===== src/rtl/fmc_pkg.sv =====
package fmc_pkg;

  localparam int          DATA_W          = 8;
  localparam int          ADDR_W          = 8;
  localparam int          CHANNELS        = 3;

  // Register offsets
  localparam logic [7:0]  OFS_CEIL_PWM1   = 8'h38;
  localparam logic [7:0]  OFS_CEIL_PWM2   = 8'h39;
  localparam logic [7:0]  OFS_CEIL_PWM3   = 8'h3a;
  localparam logic [7:0]  OFS_ADJ_INTERVAL = 8'h3c;
  localparam logic [7:0]  OFS_SETUP       = 8'h40;

  // Values after reset, and the full-duty level
  localparam logic [7:0]  RST_CEIL        = 8'hff;
  localparam logic [7:0]  RST_SETUP       = 8'h01;
  localparam logic [2:0]  RST_ADJ_INTERVAL = 3'h0;
  localparam logic [7:0]  FULL_DUTY       = 8'hff;
  localparam logic [7:0]  UNMAPPED_READ   = 8'h00;

  // Bit positions in the setup word
  localparam int          BIT_RUN         = 0;
  localparam int          BIT_LOCK        = 1;
  localparam int          BIT_READY       = 2;
  localparam int          BIT_FULL_FAN    = 3;
  localparam int          BIT_POWER_CALC  = 4;
  localparam int          BIT_SPIN_SKIP   = 5;
  localparam int          BIT_BUS_TIMEOUT = 6;
  localparam int          BIT_SUPPLY_5V   = 7;

  // Field of the adjust-interval register
  localparam int          ADJ_LSB         = 0;
  localparam int          ADJ_W           = 3;

  // Monitoring cycles for interval code 000; each code step doubles them
  localparam logic [11:0] DEC_BASE_CYCLES = 12'h008;
  localparam logic [11:0] INC_BASE_CYCLES = 12'h010;
  localparam int          CNT_W           = 12;

  // Settling time before the ready flag rises
  localparam int          POWERUP_NS      = 2000;
  localparam int          CLK_PERIOD_NS   = 20;
  localparam int          POWERUP_CYCLES  = (POWERUP_NS + CLK_PERIOD_NS - 1) / CLK_PERIOD_NS;
  localparam int          PWRUP_W         = 8;

endpackage : fmc_pkg


===== src/rtl/fmc_adjust_timer.sv =====
`timescale 1ns/1ps
`default_nettype none
module fmc_adjust_timer
  import fmc_pkg::*;
(
  input  wire logic             clk,
  input  wire logic             nrst,
  input  wire logic             monitorTick,
  input  wire logic [ADJ_W-1:0] intervalCode,
  output var  logic             adjDecrease,
  output var  logic             adjIncrease
);

  logic [CNT_W-1:0] decCount_r;
  logic [CNT_W-1:0] incCount_r;
  logic [CNT_W-1:0] decLimit;
  logic [CNT_W-1:0] incLimit;
  logic             decHit;
  logic             incHit;

  function automatic logic [CNT_W-1:0] scaled(input logic [CNT_W-1:0] base,
                                               input logic [ADJ_W-1:0] code);
    scaled = base << code;
  endfunction : scaled

  assign decLimit = scaled(DEC_BASE_CYCLES, intervalCode);
  assign incLimit = scaled(INC_BASE_CYCLES, intervalCode);
  // Compare with >= so that shortening the interval never strands the counter
  assign decHit   = monitorTick && (decCount_r + 12'h001 >= decLimit);
  assign incHit   = monitorTick && (incCount_r + 12'h001 >= incLimit);

  always_ff @(posedge clk) begin
    if (!nrst) begin
      decCount_r  <= '0;
      incCount_r  <= '0;
      adjDecrease <= 1'b0;
      adjIncrease <= 1'b0;
    end else begin
      adjDecrease <= decHit;
      adjIncrease <= incHit;
      if (monitorTick) begin
        decCount_r <= decHit ? '0 : decCount_r + 12'h001;
        incCount_r <= incHit ? '0 : incCount_r + 12'h001;
      end
    end
  end
endmodule : fmc_adjust_timer
`default_nettype wire


===== src/rtl/fmc_config_lock_bank.sv =====
// Local design decision: the address-and-strobe port.
`timescale 1ns/1ps
`default_nettype none
module fmc_config_lock_bank
  import fmc_pkg::*;
(
  input  wire logic              clk,
  input  wire logic              nrst,
  input  wire logic [ADDR_W-1:0] regAddr,
  input  wire logic [DATA_W-1:0] regWdata,
  input  wire logic              regWr,
  input  wire logic              regRd,
  output var  logic [DATA_W-1:0] regRdata,
  input  wire logic              monitorTick,
  input  wire logic [DATA_W-1:0] pwmDemand1,
  input  wire logic [DATA_W-1:0] pwmDemand2,
  input  wire logic [DATA_W-1:0] pwmDemand3,
  output var  logic [DATA_W-1:0] pwmDuty1,
  output var  logic [DATA_W-1:0] pwmDuty2,
  output var  logic [DATA_W-1:0] pwmDuty3,
  output var  logic              monitorRun,
  output var  logic              lockActive,
  output var  logic              powerReady,
  output var  logic              forceFullFan,
  output var  logic              powerCalcFlag,
  output var  logic              spinupPulseSkip,
  output var  logic              busTimeoutSelect,
  output var  logic              supply5vSelect,
  output var  logic              adjDecrease,
  output var  logic              adjIncrease
);

  // Storage
  logic [DATA_W-1:0]  ceil_r [CHANNELS];
  logic [DATA_W-1:0]  duty_r [CHANNELS];
  logic [DATA_W-1:0]  dutyNxt [CHANNELS];
  logic [DATA_W-1:0]  demand [CHANNELS];
  logic [DATA_W-1:0]  effCeil [CHANNELS];
  logic [ADJ_W-1:0]   adjInterval_r;
  logic               run_r;
  logic               lock_r;
  logic               ready_r;
  logic               fullFan_r;
  logic               powerCalc_r;
  logic               spinSkip_r;
  logic               busTimeout_r;
  logic               supply5v_r;
  logic [PWRUP_W-1:0] pwrupCount_r;
  logic [DATA_W-1:0]  rdata_r;

  // Decode
  logic               hitCeil [CHANNELS];
  logic               hitSetup;
  logic               hitAdj;
  logic               wrCeil [CHANNELS];
  logic               wrSetup;
  logic               wrSetupLockable;
  logic               wrAdj;
  logic [DATA_W-1:0]  setupWord;
  logic [DATA_W-1:0]  rdataNxt;
  logic               pwrupDone;

  function automatic logic [DATA_W-1:0] minByte(input logic [DATA_W-1:0] a,
                                                input logic [DATA_W-1:0] b);
    minByte = (a < b) ? a : b;
  endfunction : minByte

  function automatic logic [ADDR_W-1:0] ceilOffset(input int idx);
    case (idx)
      0:       ceilOffset = OFS_CEIL_PWM1;
      1:       ceilOffset = OFS_CEIL_PWM2;
      default: ceilOffset = OFS_CEIL_PWM3;
    endcase
  endfunction : ceilOffset

  assign demand[0] = pwmDemand1;
  assign demand[1] = pwmDemand2;
  assign demand[2] = pwmDemand3;

  assign hitSetup  = (regAddr == OFS_SETUP);
  assign hitAdj    = (regAddr == OFS_ADJ_INTERVAL);

  // A locked write still completes on the bus; only the store of the lockable fields is suppressed
  assign wrSetup         = regWr && hitSetup;
  assign wrSetupLockable = wrSetup && !lock_r;
  assign wrAdj           = regWr && hitAdj && !lock_r;

  // Run clear falls back to full-duty defaults; stored ceilings stay untouched
  for (genvar c = 0; c < CHANNELS; c++) begin : gChan
    assign hitCeil[c] = (regAddr == ceilOffset(c));
    assign wrCeil[c]  = regWr && hitCeil[c] && !lock_r;
    assign effCeil[c] = run_r ? ceil_r[c] : FULL_DUTY;
    // Full fan drives the ceiling itself, so the cap still holds
    assign dutyNxt[c] = fullFan_r ? effCeil[c]
                                  : minByte(demand[c], effCeil[c]);
  end

  assign setupWord = {supply5v_r, busTimeout_r, spinSkip_r, powerCalc_r,
                      fullFan_r, ready_r, lock_r, run_r};

  assign rdataNxt = !regRd            ? UNMAPPED_READ :
                    hitSetup          ? setupWord :
                    hitCeil[0]        ? ceil_r[0] :
                    hitCeil[1]        ? ceil_r[1] :
                    hitCeil[2]        ? ceil_r[2] :
                    hitAdj            ? {{(DATA_W-ADJ_W){1'b0}}, adjInterval_r} :
                                        UNMAPPED_READ;

  assign pwrupDone = (pwrupCount_r == PWRUP_W'(POWERUP_CYCLES));

  // Duty ceilings
  always_ff @(posedge clk) begin
    if (!nrst) begin
      for (int c = 0; c < CHANNELS; c++) begin
        ceil_r[c] <= RST_CEIL;
        duty_r[c] <= '0;
      end
    end else begin
      for (int c = 0; c < CHANNELS; c++) begin
        if (wrCeil[c]) begin
          ceil_r[c] <= regWdata;
        end
        duty_r[c] <= dutyNxt[c];
      end
    end
  end

  // Setup word; only the power-on reset can clear the lock
  always_ff @(posedge clk) begin
    if (!nrst) begin
      run_r        <= RST_SETUP[BIT_RUN];
      lock_r       <= RST_SETUP[BIT_LOCK];
      fullFan_r    <= RST_SETUP[BIT_FULL_FAN];
      powerCalc_r  <= RST_SETUP[BIT_POWER_CALC];
      spinSkip_r   <= RST_SETUP[BIT_SPIN_SKIP];
      busTimeout_r <= RST_SETUP[BIT_BUS_TIMEOUT];
      supply5v_r   <= RST_SETUP[BIT_SUPPLY_5V];
    end else begin
      if (wrSetupLockable) begin
        run_r        <= regWdata[BIT_RUN];
        lock_r       <= regWdata[BIT_LOCK];
        powerCalc_r  <= regWdata[BIT_POWER_CALC];
        busTimeout_r <= regWdata[BIT_BUS_TIMEOUT];
        supply5v_r   <= regWdata[BIT_SUPPLY_5V];
      end
      if (wrSetup) begin
        fullFan_r  <= regWdata[BIT_FULL_FAN];
        spinSkip_r <= regWdata[BIT_SPIN_SKIP];
      end
    end
  end

  // Adjust interval, lockable
  always_ff @(posedge clk) begin
    if (!nrst) begin
      adjInterval_r <= RST_ADJ_INTERVAL;
    end else if (wrAdj) begin
      adjInterval_r <= regWdata[ADJ_LSB +: ADJ_W];
    end
  end

  // Ready after the settling count; sticky until the next reset
  always_ff @(posedge clk) begin
    if (!nrst) begin
      pwrupCount_r <= '0;
      ready_r      <= 1'b0;
    end else begin
      if (!pwrupDone) begin
        pwrupCount_r <= pwrupCount_r + PWRUP_W'(1);
      end
      if (pwrupDone) begin
        ready_r <= 1'b1;
      end
    end
  end

  // Read data stands only in the cycle after the read strobe
  always_ff @(posedge clk) begin
    if (!nrst) begin
      rdata_r <= UNMAPPED_READ;
    end else begin
      rdata_r <= rdataNxt;
    end
  end

  fmc_adjust_timer uTimer (
    .clk          (clk),
    .nrst         (nrst),
    .monitorTick  (monitorTick && run_r),
    .intervalCode (adjInterval_r),
    .adjDecrease  (adjDecrease),
    .adjIncrease  (adjIncrease)
  );

  assign regRdata         = rdata_r;
  assign pwmDuty1         = duty_r[0];
  assign pwmDuty2         = duty_r[1];
  assign pwmDuty3         = duty_r[2];
  assign monitorRun       = run_r;
  assign lockActive       = lock_r;
  assign powerReady       = ready_r;
  assign forceFullFan     = fullFan_r;
  assign powerCalcFlag    = powerCalc_r;
  assign spinupPulseSkip  = spinSkip_r;
  assign busTimeoutSelect = busTimeout_r;
  assign supply5vSelect   = supply5v_r;
endmodule : fmc_config_lock_bank
`default_nettype wire


===== config.mk =====
export PLATFORM = sky130hd
export DESIGN_NAME = fmc_config_lock_bank
export DESIGN_NICKNAME = d
export VERILOG_FILES = /design/src/rtl/fmc_pkg.sv /design/src/rtl/fmc_adjust_timer.sv /design/src/rtl/fmc_config_lock_bank.sv
export SDC_FILE = /design/constraint.sdc
export NUM_CORES = 1
export LEC_CHECK = 0
export ABC_AREA = 1
export BUFFER_PORTS_ARGS = -buffer_cell sky130_fd_sc_hd__buf_4
export CORE_UTILIZATION = 40
export CTS_BUF_LIST = sky130_fd_sc_hd__clkbuf_8
export DETAILED_ROUTE_END_ITERATION = 8
export SYNTH_ARGS = -nofsm -noshare
export SYNTH_HDL_FRONTEND = slang
export SYNTH_HIERARCHICAL = 1
export SYNTH_SLANG_ARGS = --single-unit

===== constraint.sdc =====
create_clock -name clk -period 2.9 [get_ports clk]
set_clock_uncertainty 0.2 [all_clocks]
set_input_delay 0.29 -clock clk [delete_from_list [all_inputs] [get_ports clk]]
set_output_delay 0.29 -clock clk [all_outputs]
set_load 0.02 [all_outputs]

# Yosys cells after proc, flatten, opt, wreduce, memory -nomap -nowiden
# Memories as Yosys holds them, arrays and structs flattened.
# Index checks and enable logic that the tools add are counted.
[totals]
ff_bits = 53
latchBits = 0
ram_bits = 48
rom_bits = 0
input_bits = 45
output_inout_bits = 42
elab_cells = 87
n_memories = 2
[classes]
n_addsub = 3
n_mul = 0
div_mod_pow = 0
order_cmp = 5
eq_ne = 6
n_shift = 2
mux = 33
bitwise_logic = 6
n_reduce_logical = 15
[mem_list]
columns = ["name", "words", "word_bits", "rd", "rd_clocked_by_memory_dff", "write_ports", "line_no", "source"]
rows = [
  ["ceil_r", 3, 8, 3, 0, 3, "fmc_config_lock_bank.sv:34", "logic [DATA_W-1:0] ceil_r [CHANNELS];"],
  ["duty_r", 3, 8, 3, 0, 3, "fmc_config_lock_bank.sv:35", "logic [DATA_W-1:0] duty_r [CHANNELS];"],
]
[ops]
columns = ["cell", "count"]
rows = [
  ["8-bit two-way mux", 19],
  ["8-bit by 6-bit == test with 1-bit output (second input constant)", 4],
  ["12-bit by 1-bit adder with 12-bit output (second input constant)", 2],
  ["12-bit greater-or-equal comparator", 2],
  ["8-bit less-than comparator", 3],
  ["12-bit two-way mux", 2],
  ["8-bit by 7-bit == test with 1-bit output (second input constant)", 2],
  ["1-bit logical AND", 13],
  ["4-bit by 3-bit << shifter with 12-bit output (first input constant)", 1],
  ["5-bit by 3-bit << shifter with 12-bit output (first input constant)", 1],
  ["1-bit two-way mux", 11],
  ["8-bit by 1-bit adder with 8-bit output (second input constant)", 1],
  ["1-bit OR", 6],
  ["3-bit two-way mux", 1],
  ["2-bit AND reduction", 1],
  ["1-bit zero test", 1],
]

# Longest topological paths before layout
# Gate-level depths: netlist of the first run.
[depth]
depth_word = 7
mapped_depth = 18
depth_no_buf = 18

# Modules after synthesis
# The synthesis of the first run kept the hierarchy.
[modules_own_cells]
columns = ["mod", "n_inst", "cells_per_inst", "area_per_inst_um2", "seq_area_each_um2"]
rows = [
  ["fmc_config_lock_bank", 1, 462, 3684.8, 1741.7],
  ["fmc_adjust_timer", 1, 275, 1856.8, 520.5],
]

# Worst setup path after synthesis of the first run
# Ideal clock, no wire load.
[synth_timing]
kind = "register -> register"
startpoint = "register uTimer.incCount_r[0]"
endpoint = "register uTimer.incCount_r[9]"
setup_time_ns = 0.118
arrival_time_ns = 1.985
required_time_ns = 2.582
path_slack_ns = 0.597
stages_incl_launch_ff = 16
path_buffers = 1
synth_period_minus_slack_ns = 2.303
path_cell_list = "dfxtp_1 > ha_1 > nand3_2 > nor2_2 > nand2_2 > nor2_2 > xor2_2 > ha_1 > nand2_1 > nor2_1 > nand4_1 > nand3_1 > nand2_1 > nand2_1 > buf_2 > nor2_1"
[synth_via]
elab_chain_cells = 4
[synth_rtl]
columns = ["item", "line_no", "source"]
rows = [
  ["from (decl)", "fmc_adjust_timer.sv:15", "logic [CNT_W-1:0] incCount_r;"],
  ["from (signal assigned)", "fmc_adjust_timer.sv:43", "incCount_r <= incHit ? '0 : incCount_r + 12'h001;"],
  ["12-bit by 1-bit adder with 12-bit output *", "fmc_adjust_timer.sv:30, fmc_adjust_timer.sv:43", ""],
  ["12-bit greater-or-equal comparator", "fmc_adjust_timer.sv:30", "assign incHit = monitorTick && (incCount_r + 12'h001 >= incLimit);"],
  ["1-bit logical AND", "fmc_adjust_timer.sv:30", ""],
  ["12-bit two-way mux *", "fmc_adjust_timer.sv:43", ""],
]
# Mark *: on every way between the ends. The rest lies on a longest branch, timed or not.
# A chain may end at the register's enable or synchronous reset.

# Worst setup path after layout of the first run
[layout_timing]
startpoint = "register uTimer.incCount_r[1]"
endpoint = "register uTimer.incCount_r[1]"
# The elaborated chain is that of the path after synthesis.

==> results.md, run 1 <==
| Metric | This run | Unit |
|:---|:---|:---|
| Library cells used by synthesis | 41 | - |
| Power density relative to cell area | 385.9 | nW/um2 |
| Type of element launching the critical path | register | - |
| Worst slew margin relative to its limit | 61.33 | % |
| Total vias in the final route | 5,120 | - |
| Final nets | 936 | - |
| Area overhead of the layout relative to synthesis | 22.92 | % |
| Post-Syn Area per Cell | 7.519 | um2 |
| Critical path class | register to register | - |
| Clock-pin transition on the worst setup and hold timing paths | 0.10 | ns |
| Total wirelength of the detailed-routed design | 14,210 | um |
| Num CTS Buffers | 9 | - |
| Worst-case register-to-register setup slack | 0.33 | ns |
| Data required, critical path | 3.00 | ns |
| GR Layer Usage met3 | 5.371 | % |
| Final cycle utilization of the critical path | 88.70 | % |
| Number of buffers on the longest clock path | 2 | - |
| Number of search-and-repair iterations in the first detailed-routing pass | 6 | - |
| Achievable frequency | 0.3887 | GHz |
| Critical Path Slowest Stage Cell | sky130_fd_sc_hd__dfxtp_1 | - |
| Portion of total power attributed to sequential cells | 56.3 | % |
| Reg-to-reg startpoint | uTimer/incCount_r[1] | - |
| Post-route setup TNS | 0 | ns |
| Ys Warns | 6 | - |
| Unrepaired setup endpoints after global routing | false | - |
| Count of H-tree levels built during CTS | 3 | - |
| Via count of the first global-routing pass | 5,009 | - |
| Largest family of logic cells by synthesized area | simple AND/OR/NAND/NOR gates | - |
| Slew Viols, Final | 0 | - |
| # Post-CTS Setup Buffers | 0 | - |
| Die Height | 119.7 | um |
| Top fanout value on the critical path | 11 | - |
| Static leakage | 3.164 | nW |
| Final Power | 0.002628 | W |
| Post-synthesis mux area share | 0 | % |
| Hold path cells | 4 | - |
| Tightest Hold Check Type | input pin to register | - |
| Antenna violations before repair | 0 | - |
| Layout filler cell count | 1,324 | - |
| Final critical path time including I/O delays and setup | 2.572 | ns |
| Worst skew pair latency | 0.38 | ns |
| Number of primary I/O pins | 87 | - |
| Die span in x | 119.7 | um |
| Buffering stage count on the worst path with inverters included | 0 | - |
| Cell breakdown of the critical path | ha_1 > nand3_2 > nor2_2 > nand2_2 > nor2_2 > xor2_2 > ha_1 > nand2_1 > o21a_1 > nand3_1 > nand2_1 > nand2_2 > a21oi_1 | - |
| Clk pwr share | 32.4 | % |
| Post-synthesis net count | 823 | - |
| Hold Path End | duty_r[0][12] | - |
| Fraction of final layout cells sized beyond drive strength 1 | 17.78 | % |
| Switching part of the total power | 26.97 | % |
| Final hold viol count | 0 | - |
| Ranking of synthesized cells by area | sky130_fd_sc_hd__dfxtp_1, sky130_fd_sc_hd__nand2_1, sky130_fd_sc_hd__edfxtp_1 | - |
| Drt drc | 0 | - |
| Worst Max-Slew Pin Slew | 0.5752 | ns |
| Routed wirelength normalized by instance count | 13.78 | um |
| Compound-cell area share of the yosys netlist | 9.009 | % |
| Final HPWL from detailed placement | 10,720 | um |
| I/O Buffers | 86 | - |
| Iter 0 DRT Violations | 353 | - |
| #FFs+latches synth | 101 | - |
| Synthesized instance count | 737 | - |
| Cell depth of the worst flop-to-flop path | 13 | - |
| Combinational fraction of design power | 11.3 | % |
| Antenna cells | 0 | - |
| Simple-gate share of the synthesized area | 30.23 | % |
| Peak supply drop | 0.0004124 | V |
| Ratio of routed vias to standard cells | 4.966 | - |
| HP Start | pwmDemand2[4] | - |
| Largest area contributor in the synthesized netlist | sky130_fd_sc_hd__dfxtp_1 | - |
| Switch Pwr | 0.0007088 | W |
| Arrival time of data at the critical path endpoint | 2.68 | ns |
| Crit. End Element | register | - |
| Num Clock Sinks | 101 | - |
| Cell type group with the largest total delay on the critical path | simple AND/OR/NAND/NOR gates | - |
| First-pass GRT wire length | 23,430 | um |
| M2 GR Usage | 35.87 | % |
| Overall die area | 14,330 | um2 |
| Sequential area share after synthesis | 40.82 | % |
| Portion of synthesized cell area occupied by the leading cell type | 27.82 | % |
| Overall global routing resource usage | 20.68 | % |
| Final ANT Viol Nets | 0 | - |
| Status | complete, no violations | - |
| Initial core utilization | 41.35 | % |
| Pin count of the biggest net entering global routing | 40 | - |
| Global-route congestion overflow total | 0 | - |
| Met1 Use GR | 25.22 | % |
| Adder-cell share of the synthesized area | 9.257 | % |
| Max-capacitance violation count | 0 | - |
| Seq. cell area | 2263 | um2 |
| Buffer type at the clock tree root | sky130_fd_sc_hd__clkbuf_8 | - |
| FP Rows | 42 | - |
| Final weighted congestion of routability-driven global placement | 0.8692 | - |
| Layer carrying the most global-route usage | met2 | - |
| Footprint of the multi-input gates | 2846 | um2 |
| Fraction of synthesized cell area in xor and xnor cells | 2.822 | % |
| Final-report setup violation count | 0 | - |
| Placeable core region | 13,400 | um2 |
| Area of the mapped netlist | 5542 | um2 |
| Cell-internal power | 0.001920 | W |
| Worst path max stage delay | 0.37 | ns |
| Worst reg2reg path endpoint | uTimer/incCount_r[1] | - |
| Logic depth of the worst path, buffers included | 13 | - |
| CTS tree | yes | - |
==> placed cells by master, fill, tap and decap left out, types with 2 or more instances in the layout <==
| cell type | n |
|---|---|
| sky130_fd_sc_hd__a21oi_1 | 38 |
| sky130_fd_sc_hd__dlygate4sd3_1 | 24 |
| sky130_fd_sc_hd__nand4_1 | 7 |
| sky130_fd_sc_hd__xnor2_1 | 3 |
| sky130_fd_sc_hd__nand3b_1 | 6 |
| sky130_fd_sc_hd__inv_2 | 4 |
| sky130_fd_sc_hd__edfxtp_1 | 24 |
| sky130_fd_sc_hd__a211o_1 | 3 |
| sky130_fd_sc_hd__nor2_4 | 3 |
| sky130_fd_sc_hd__or3_1 | 2 |
| sky130_fd_sc_hd__nor3_1 | 5 |
| sky130_fd_sc_hd__dfxtp_1 | 76 |
| sky130_fd_sc_hd__a21boi_0 | 6 |
| sky130_fd_sc_hd__clkinv_4 | 2 |
| sky130_fd_sc_hd__nor2_1 | 99 |
| sky130_fd_sc_hd__xor2_1 | 13 |
| sky130_fd_sc_hd__ha_1 | 41 |
| sky130_fd_sc_hd__nand2_2 | 6 |
| sky130_fd_sc_hd__inv_1 | 89 |
| sky130_fd_sc_hd__buf_4 | 95 |
| sky130_fd_sc_hd__a41oi_1 | 5 |
| sky130_fd_sc_hd__nand2_1 | 196 |
| sky130_fd_sc_hd__nand3_1 | 35 |
| sky130_fd_sc_hd__nand3_2 | 3 |
| sky130_fd_sc_hd__clkbuf_8 | 9 |
| sky130_fd_sc_hd__o21ai_0 | 26 |
| sky130_fd_sc_hd__nor2_2 | 16 |
| sky130_fd_sc_hd__nand2_4 | 2 |
==> synth_stat cells (all sizes together) <==
master,instances
a21oi,39
o21a,1
buf,11
clkbuf,6
a41oi,5
nand4,7
o21ai,27
nand2,204
a21boi,6
ha,41
a311oi,1
nand3,38
nor2,118
xor2,14
or2,1
nor3,7
nor4,1
edfxtp,24
inv,92
a31o,1
a211o,3
or3,2
nand3b,6
dfxtp,77
clkinv,1
xnor2,3
o211ai,1
==> sequential cells by signal, indices dropped and copies added (netlist names), 3 cells and up <==
signal             count
pwrupCount_r           8
uTimer/incCount_r     12
ceil_r                24
duty_r                24
adjInterval_r          3
regRdata               8
uTimer/decCount_r     12
==> final cells by class <==
type,instances,share of cell area (%)
multi-input cells,526,41.79
flip-flops and latches,101,33.23
repair buffers,119,14.00
inverters,93,5.162
well taps,176,3.233
clock buffers,9,1.819
clock inverters,7,0.7715
==> per-stage QoR <==
| step | util, % | cell area [um2] | cells | setup slack, ns | hold WS [ns] |
|---|---|---|---|---|---|
| 6_report | 50.83 | 6812 | 1031 | 0.3276 | 0.02762 |
| 5_1_grt | 50.83 | 6812 | 1031 | 0.09057 | 0.01409 |
| 4_1_cts | 50.80 | 6808 | 1031 | 0.2050 | 0.0003945 |
| 3_5_place_dp | 47.69 | 6391 | 991 | 0.2080 | 0.2625 |
| 3_3_place_gp | 47.69 | 6391 | 991 | 0.3580 | 0.2633 |
| 2_1_floorplan | - | 5542 | 737 | 0.5974 | 0.2204 |
==> how the worst max path moves through the flow <==
stage / slack (ns) / end / from
5_1_grt: 0.09 / uTimer/incCount_r[1] / uTimer/incCount_r[5]
3_5_place_dp: 0.21 / uTimer/incCount_r[7] / uTimer/incCount_r[0]
3_3_place_gp: 0.36 / uTimer/incCount_r[9] / uTimer/incCount_r[0]
2_1_floorplan: 0.60 / uTimer/incCount_r[9] / uTimer/incCount_r[0]
6_report: 0.33 / uTimer/incCount_r[1] / uTimer/incCount_r[1]
4_1_cts: 0.20 / uTimer/incCount_r[1] / uTimer/incCount_r[1]
==> per-layer routing <==
layer	share of wire [%]	vias to the layer above
met1	44	2384
met2	49	135
met5	0	-
met4	1.6	0
li1	-	2581
met3	5.3	20
==> worst register-to-register path, delay by kind of cell (launching register included) <==
family / cells / cell delay, ns
AND/OR/NAND/NOR: 8 / 0.95
AO/OA/AOI/OAI: 2 / 0.32
flip-flops: 1 / 0.37
XOR/XNOR: 1 / 0.20
adder cells (fa/ha/maj): 2 / 0.46
==> power by group through the flow <==
| stage | sequential, W | clock [W] | combinational (W) |
|---|---|---|---|
| after floorplan | 0.00153 | 0 | 0.000122 |
| after global placement | 0.00151 | 0 | 0.000264 |
| after detailed placement | 0.00151 | 0 | 0.000272 |
| after CTS | 0.00148 | 0.000884 | 0.000298 |
| after global routing | 0.00148 | 0.000937 | 0.000330 |
| final | 0.00148 | 0.000852 | 0.000298 |
==> timing repair <==
action,4_1_cts,5_1_grt
resized for setup,0,2
hold endpoints to repair,25,0
endpoints found under the setup margin,0,12
hold buffers,24,0
==> cell families after synthesis <==
family,Yosys count
and+or+nand+nor,384
buffers and inverters,110
DFF,101
AOI/OAI and AO/OA,84
adders and majority gates,41
xor gates and xnor gates,17
No activity file was read; power rests on OpenSTA's default activity.
==> inputs of run 2 (changes only) <==
ABC_AREA = not set   (was 1)
CTS_CLUSTER_DIAMETER = 200   (was not set)
GPL_TIMING_DRIVEN = 0   (was not set)
==> results.md, run 2 <==
| Metric | This run | Unit |
|:---|:---|:---|
| Placeable core region | 15,200 | um2 |
| Cell with the most instances after synthesis | sky130_fd_sc_hd__nand3_1 | - |
| Worst slew margin relative to its limit | 16.66 | % |
| Highest-count cells in the layout ignoring fill and taps | sky130_fd_sc_hd__buf_4, sky130_fd_sc_hd__nand3_1, sky130_fd_sc_hd__dfxtp_1, sky130_fd_sc_hd__nand2_1 | - |
| Number of search-and-repair iterations in the first detailed-routing pass | 7 | - |
| Overall global routing resource usage | 22.33 | % |
| Top flop regs | ceil_r x24, duty_r x24 | - |
| Antenna violations before repair | 0 | - |
| Final critical path time including I/O delays and setup | 2.806 | ns |
| Total vias in the final route | 5,991 | - |
| Ys Warns | 6 | - |
| Post-synthesis net count | 781 | - |
| Worst skew pair latency | 0.39 | ns |
| Data required, critical path | 3.01 | ns |
| Area overhead of the layout relative to synthesis | 23.62 | % |
| Clock-pin transition on the worst setup and hold timing paths | 0.10 | ns |
| HP Start | regWr | - |
| Ratio of routed vias to standard cells | 5.926 | - |
| Peak supply drop | 0.0002436 | V |
| Footprint of the multi-input gates | 3809 | um2 |
| Count of flip-flops with a built-in enable after synthesis | 24 | - |
| Type of element launching the critical path | register | - |
| Post-Syn Area per Cell | 8.985 | um2 |
| Sequential area share after synthesis | 36.23 | % |
| Iter 0 DRT Violations | 573 | - |
| Commonest non-fill, non-tap cell in the layout | sky130_fd_sc_hd__buf_4 | - |
| Final cycle utilization of the critical path | 96.76 | % |
| Power density relative to cell area | 413.2 | nW/um2 |
| Library cells used by synthesis | 73 | - |
| Final HPWL from detailed placement | 13,270 | um |
| Commonest cells in the synthesized netlist | sky130_fd_sc_hd__nand3_1, sky130_fd_sc_hd__dfxtp_1, sky130_fd_sc_hd__nand2_1, sky130_fd_sc_hd__ha_1, sky130_fd_sc_hd__inv_1 | - |
| Final weighted congestion of routability-driven global placement | 0.8737 | - |
| Final-report setup violation count | 0 | - |
| Tightest Hold Check Type | input pin to register | - |
| Achievable frequency | 0.3564 | GHz |
| Layout filler cell count | 1,469 | - |
| Buffer type at the clock tree root | sky130_fd_sc_hd__clkbuf_8 | - |
| Post-route setup TNS | 0 | ns |
| Routed wirelength normalized by instance count | 18.09 | um |
| FP Rows | 45 | - |
| Pin count of the biggest net entering global routing | 17 | - |
| Top fanout value on the critical path | 10 | - |
| Synthesized instance count | 695 | - |
| Static leakage | 3.333 | nW |
| #FFs+latches synth | 101 | - |
| Num Clock Sinks | 101 | - |
| Fraction of final layout cells sized beyond drive strength 1 | 22.36 | % |
| Count of H-tree levels built during CTS | 3 | - |
| Die span in x | 126.9 | um |
| Slew Viols, Final | 0 | - |
| Ranking of synthesized cells by area | sky130_fd_sc_hd__dfxtp_1, sky130_fd_sc_hd__edfxtp_1, sky130_fd_sc_hd__ha_1 | - |
| Most common flop cell mapped by yosys | sky130_fd_sc_hd__dfxtp_1 | - |
| Final non-filler cell total | 1,011 | - |
| Die Height | 126.9 | um |
| Drt drc | 0 | - |
| Crit. End Element | register | - |
| Startpoint of the most critical setup path | uTimer/decCount_r[2] | - |
| CTS tree | yes | - |
| Area of the mapped netlist | 6245 | um2 |
| Arrival time of data at the critical path endpoint | 2.92 | ns |
| Portion of synthesized cell area occupied by the leading cell type | 24.68 | % |
| Number of primary I/O pins | 87 | - |
| First-pass GRT wire length | 28,680 | um |
| Async set-reset flop share out of synthesis | 0 | % |
| Seq. cell area | 2285 | um2 |
| Initial core utilization | 41.08 | % |
| Via count of the first global-routing pass | 5,659 | - |
| Antenna cells | 0 | - |
| Final nets | 904 | - |
| Placed cells | 970 | - |
| Final hold viol count | 0 | - |
| Reg-to-reg startpoint | uTimer/decCount_r[2] | - |
| Worst Max-Slew Pin Slew | 1.237 | ns |
| I/O Buffers | 85 | - |
| Number of buffers on the longest clock path | 2 | - |
| Largest area contributor in the synthesized netlist | sky130_fd_sc_hd__dfxtp_1 | - |
| Final ANT Viol Nets | 0 | - |
| Critical path class | register to register | - |
| Total wirelength of the detailed-routed design | 18,290 | um |
| Status | complete, no violations | - |
| Global-route congestion overflow total | 0 | - |
| Overall die area | 16,120 | um2 |
| Max-capacitance violation count | 0 | - |
| Num CTS Buffers | 9 | - |
## run 2: cell count changes in the layout (fill, tap and decap cells not counted), sizes merged, moves of 30 or more
cell,before,now
a21oi,39,9
and3,0,32
nor2,118,22
inv,96,41
nand3,38,80
nand2,204,65
## run 2: what timing repair did
action,in CTS,in global routing
buffers inserted,4,13
hold buffers,8,0
endpoints found under the hold margin,12,0
gates resized for setup,18,33
setup endpoints to repair,42,46
pin swaps,2,12
## run 2: metal layers
layer | share of wire, % | GRT usage [%] | routed length [um] | vias to the layer above
met5 | 0 | 0 | 0 | -
li1 | - | - | - | 2872
met3 | 4.1 | 3.079 | 757 | 33
met4 | 2.4 | 9.314 | 436 | 0
met1 | 43 | 27.22 | 7948 | 2887
met2 | 50 | 39.40 | 9144 | 199
## run 2: stage by stage
stage / hold slack [ns] / cell area [um2] / worst slack [ns] / util, % / power, W
6_report: 0.07419 / 7720 / 0.09400 / 50.78 / 0.003190
5_1_grt: 0.08728 / 7720 / -0.04033 / 50.78 / 0.003332
4_1_cts: 0.05021 / 7520 / 0.002086 / 49.46 / 0.003199
3_5_place_dp: 0.2779 / 7148 / -0.2474 / 47.02 / 0.002168
3_3_place_gp: 0.2759 / 7118 / -0.2792 / 46.82 / 0.002151
2_1_floorplan: 0.2185 / 6245 / 0.2259 / - / 0.001929
## run 2: worst max-delay path, cell delays in order (launching register included)
cell and delay [ns]:
sky130_fd_sc_hd__dfxtp_4 0.38, sky130_fd_sc_hd__and4_1 0.21, sky130_fd_sc_hd__buf_6 0.12, sky130_fd_sc_hd__nand4_1 0.14, sky130_fd_sc_hd__xnor2_1 0.23, sky130_fd_sc_hd__ha_1 0.28, sky130_fd_sc_hd__a21o_1 0.19, sky130_fd_sc_hd__a21o_1 0.21
sky130_fd_sc_hd__a211oi_4 0.25, sky130_fd_sc_hd__buf_6 0.15, sky130_fd_sc_hd__buf_8 0.13, sky130_fd_sc_hd__nand3_1 0.07, sky130_fd_sc_hd__a31oi_1 0.17
## run 2: kinds of logic after synthesis
| group | after synthesis | synth area share, % |
|---|---|---|
| AOI/OAI and AO/OA | 150 | 18.83 |
| adders and majority gates | 41 | 8.215 |
| and+or+nand+nor | 305 | 27.37 |
| DFF | 101 | 36.23 |
| xor gates and xnor gates | 22 | 3.386 |
| muxes | 7 | 1.122 |
| buffers and inverters | 69 | 4.849 |
## run 2: report_power, final
group / internal, W / total [W] / switching (W)
Combinational: 0.000253 / 0.000625 / 0.000371
Sequential: 0.00151 / 0.00154 / 0.0000338
Clock: 0.000503 / 0.00102 / 0.000520
Total: 0.00227 / 0.00319 / 0.000925
## run 2: area by class of cell
class | instances | share of cell area (%)
Buffer | 30 | 2.107
Clock buffer | 10 | 1.783
Clock inverter | 6 | 1.037
Inverter | 39 | 1.896
Multi-Input combinational cell | 525 | 49.34
Sequential cell | 101 | 29.59
Tap cell | 188 | 3.047
Timing Repair Buffer | 112 | 11.20
## run 2: final timing paths
path	cells past startpoint	endpoint	slack (ns)
worst max-delay path	12	uTimer/decCount_r[8]	0.09
worst min-delay path	3	forceFullFan	0.07
worst min register to register	1	uTimer/incCount_r[0]	0.27
worst max register to register	12	uTimer/decCount_r[8]	0.09
==> inputs of run 3 (changes only) <==
==> constraint.sdc (replaced) <==
create_clock -name clk -period 2.9 [get_ports clk]
set_clock_uncertainty 0.2 [all_clocks]
set_input_delay 0.58 -clock clk [delete_from_list [all_inputs] [get_ports clk]]
set_output_delay 0.58 -clock clk [all_outputs]
set_load 0.02 [all_outputs]
==> results.md, run 3 (synthesized netlist as in run 2, its figures left out) <==
| Metric | This run | Unit |
|:---|:---|:---|
| Initial core utilization | 41.08 | % |
| FP Rows | 45 | - |
| Highest-count cells in the layout ignoring fill and taps | sky130_fd_sc_hd__buf_4, sky130_fd_sc_hd__nand3_1, sky130_fd_sc_hd__dfxtp_1, sky130_fd_sc_hd__nand2_1 | - |
| Power density relative to cell area | 415.8 | nW/um2 |
| Final critical path time including I/O delays and setup | 2.819 | ns |
| Worst Max-Slew Pin Slew | 0.8019 | ns |
| Worst slew margin relative to its limit | 46.18 | % |
| Final nets | 897 | - |
| Footprint of the multi-input gates | 3809 | um2 |
| Top fanout value on the critical path | 10 | - |
| Hold Path End | powerCalcFlag | - |
| Num Clock Sinks | 101 | - |
| Final ANT Viol Nets | 0 | - |
| Placeable core region | 15,200 | um2 |
| Ratio of routed vias to standard cells | 5.954 | - |
| Final hold viol count | 0 | - |
| Max-capacitance violation count | 0 | - |
| Switching part of the total power | 28.95 | % |
| CTS tree | yes | - |
| Final Power | 0.003180 | W |
| Achievable frequency | 0.3547 | GHz |
| Count of H-tree levels built during CTS | 3 | - |
| Overall global routing resource usage | 22.14 | % |
| Finished Cell Area | 7647 | um2 |
| Clk pwr share | 32.1 | % |
| Worst path max stage delay | 0.38 | ns |
| Final-report setup violation count | 0 | - |
| Type of element launching the critical path | register | - |
| Buffer type at the clock tree root | sky130_fd_sc_hd__clkbuf_8 | - |
| Die Height | 126.9 | um |
| Hold path cells | 3 | - |
| Total wirelength of the detailed-routed design | 18,130 | um |
| Top flop regs | ceil_r x24, duty_r x24 | - |
| Cell depth of the worst flop-to-flop path | 12 | - |
| DP Area | 7148 | um2 |
| Cell-internal power | 0.002259 | W |
| Status | complete, no violations | - |
| Portion of total power attributed to sequential cells | 48.5 | % |
| Combinational fraction of design power | 19.4 | % |
| Peak supply drop | 0.0002427 | V |
| Via count of the first global-routing pass | 5,649 | - |
| Static leakage | 3.304 | nW |
| Critical path class | register to register | - |
| Worst reg2reg path endpoint | uTimer/decCount_r[8] | - |
| Seq. cell area | 2285 | um2 |
| Number of primary I/O pins | 87 | - |
| Worst-case register-to-register setup slack | 0.08 | ns |
| First-pass GRT wire length | 28,440 | um |
| Global-route congestion overflow total | 0 | - |
| Overall die area | 16,120 | um2 |
| Hold buffers post-CTS | 0 | - |
| Slew Viols, Final | 0 | - |
| Number of search-and-repair iterations in the first detailed-routing pass | 6 | - |
| Iter 0 DRT Violations | 602 | - |
| Switch Pwr | 0.0009207 | W |
| Total vias in the final route | 5,978 | - |
| I/O Buffers | 85 | - |
| Tightest Hold Check Type | input pin to register | - |
| Fraction of final layout cells sized beyond drive strength 1 | 22.67 | % |
| Antenna cells | 0 | - |
| Final HPWL from detailed placement | 13,270 | um |
| Antenna violations before repair | 0 | - |
| Final cycle utilization of the critical path | 97.21 | % |
| Worst skew pair latency | 0.39 | ns |
| Layout filler cell count | 1,481 | - |
| Number of buffers on the longest clock path | 2 | - |
| Num CTS Buffers | 9 | - |
| Die span in x | 126.9 | um |
| Commonest non-fill, non-tap cell in the layout | sky130_fd_sc_hd__buf_4 | - |
| Routed wirelength normalized by instance count | 18.05 | um |
| Data required, critical path | 3.01 | ns |
| Arrival time of data at the critical path endpoint | 2.93 | ns |
| Cell breakdown of the critical path | and4_1 > buf_6 > nand4_1 > xnor2_1 > ha_1 > a21o_1 > a21o_1 > a211oi_4 > buf_6 > buf_8 > nand3_1 > a31oi_1 | - |
| Area overhead of the layout relative to synthesis | 22.46 | % |
| Crit. End Element | register | - |
| Placed cells | 970 | - |
| Pin count of the biggest net entering global routing | 17 | - |
| Reg-to-reg startpoint | uTimer/decCount_r[3] | - |
| Drt drc | 0 | - |
| Clock-pin transition on the worst setup and hold timing paths | 0.10 | ns |
| Final non-filler cell total | 1,004 | - |
| HP Start | regWdata[4] | - |
| Critical Path Slowest Stage Cell | sky130_fd_sc_hd__dfxtp_2 | - |
| Final weighted congestion of routability-driven global placement | 0.8737 | - |
-- run 3: changes by cell type in the layout (fill, tap and decap cells not counted), sizes merged --
cell	change
buf	+1
dlygate4sd3	-8
-- run 3: how the worst max path moves through the flow --
| stage | start | end | slack (ns) | depth (start not counted) |
|---|---|---|---|---|
| 2_1_floorplan | regAddr[0] | ceil_r[0][16] | 0.22 | 5 |
| 3_3_place_gp | regAddr[0] | ceil_r[0][20] | -0.57 | 5 |
| 3_5_place_dp | nrst | ceil_r[0][2] | -0.45 | 5 |
| 4_1_cts | uTimer/incCount_r[0] | uTimer/incCount_r[8] | 0.002 | 11 |
| 5_1_grt | uTimer/incCount_r[2] | uTimer/incCount_r[8] | -0.04 | 11 |
| 6_report | uTimer/decCount_r[3] | uTimer/decCount_r[8] | 0.08 | 12 |
-- run 3: layout make-up --
class | instances | area share [%]
multi-input cells | 525 | 49.80
flip-flops and latches | 101 | 29.88
repair buffers | 105 | 10.36
well taps | 188 | 3.076
plain buffers | 30 | 2.127
inverters | 39 | 1.914
clock buffers | 10 | 1.800
clock inverters | 6 | 1.047
-- run 3: worst max-delay path, delay by kind of cell (launching register included) --
kind	cells	cell delay, ns
xor gates and xnor gates	1	0.23
AOI/OAI and AO/OA	4	0.83
and+or+nand+nor	3	0.43
DFF	1	0.38
adders and majority gates	1	0.28
buffers and inverters	3	0.40
-- run 3: stage by stage --
step	TNS [ns]	utilization [%]	hold slack (ns)	worst slack, ns
finish	0	50.30	0.2149	0.08081
global route	-0.2317	50.30	0.2338	-0.04033
CTS	0	48.94	0.2008	0.002086
detailed placement	-7.688	47.02	0.2779	-0.4474
global placement	-12.38	46.82	0.2759	-0.5692
floorplan	0	-	0.2642	0.2193
-- run 3: metal layers --
metal	global-route usage, %	vias up	part of all wire, %
li1	-	2856	-
met1	26.86	2849	43
met2	39.14	229	50
met3	3.037	44	4.8
met4	9.454	0	2.6
met5	0	-	0
-- run 3: power by group through the flow --
| stage | Clock (W) | Sequential [W] | Combinational, W |
|---|---|---|---|
| global route | 0.00110 | 0.00155 | 0.000670 |
| finish | 0.00102 | 0.00154 | 0.000616 |
| global placement | 0 | 0.00158 | 0.000574 |
| floorplan | 0 | 0.00163 | 0.000298 |
| detailed placement | 0 | 0.00158 | 0.000589 |
| CTS | 0.00105 | 0.00155 | 0.000596 |
-- run 3: what timing repair did --
item                                   CTS  global route
resized for setup                       19            33
cloned                                   0             0
endpoints found under the hold margin    0             0
pin swaps                                2            13
setup endpoints to repair               50            46
buffers inserted                         4            14
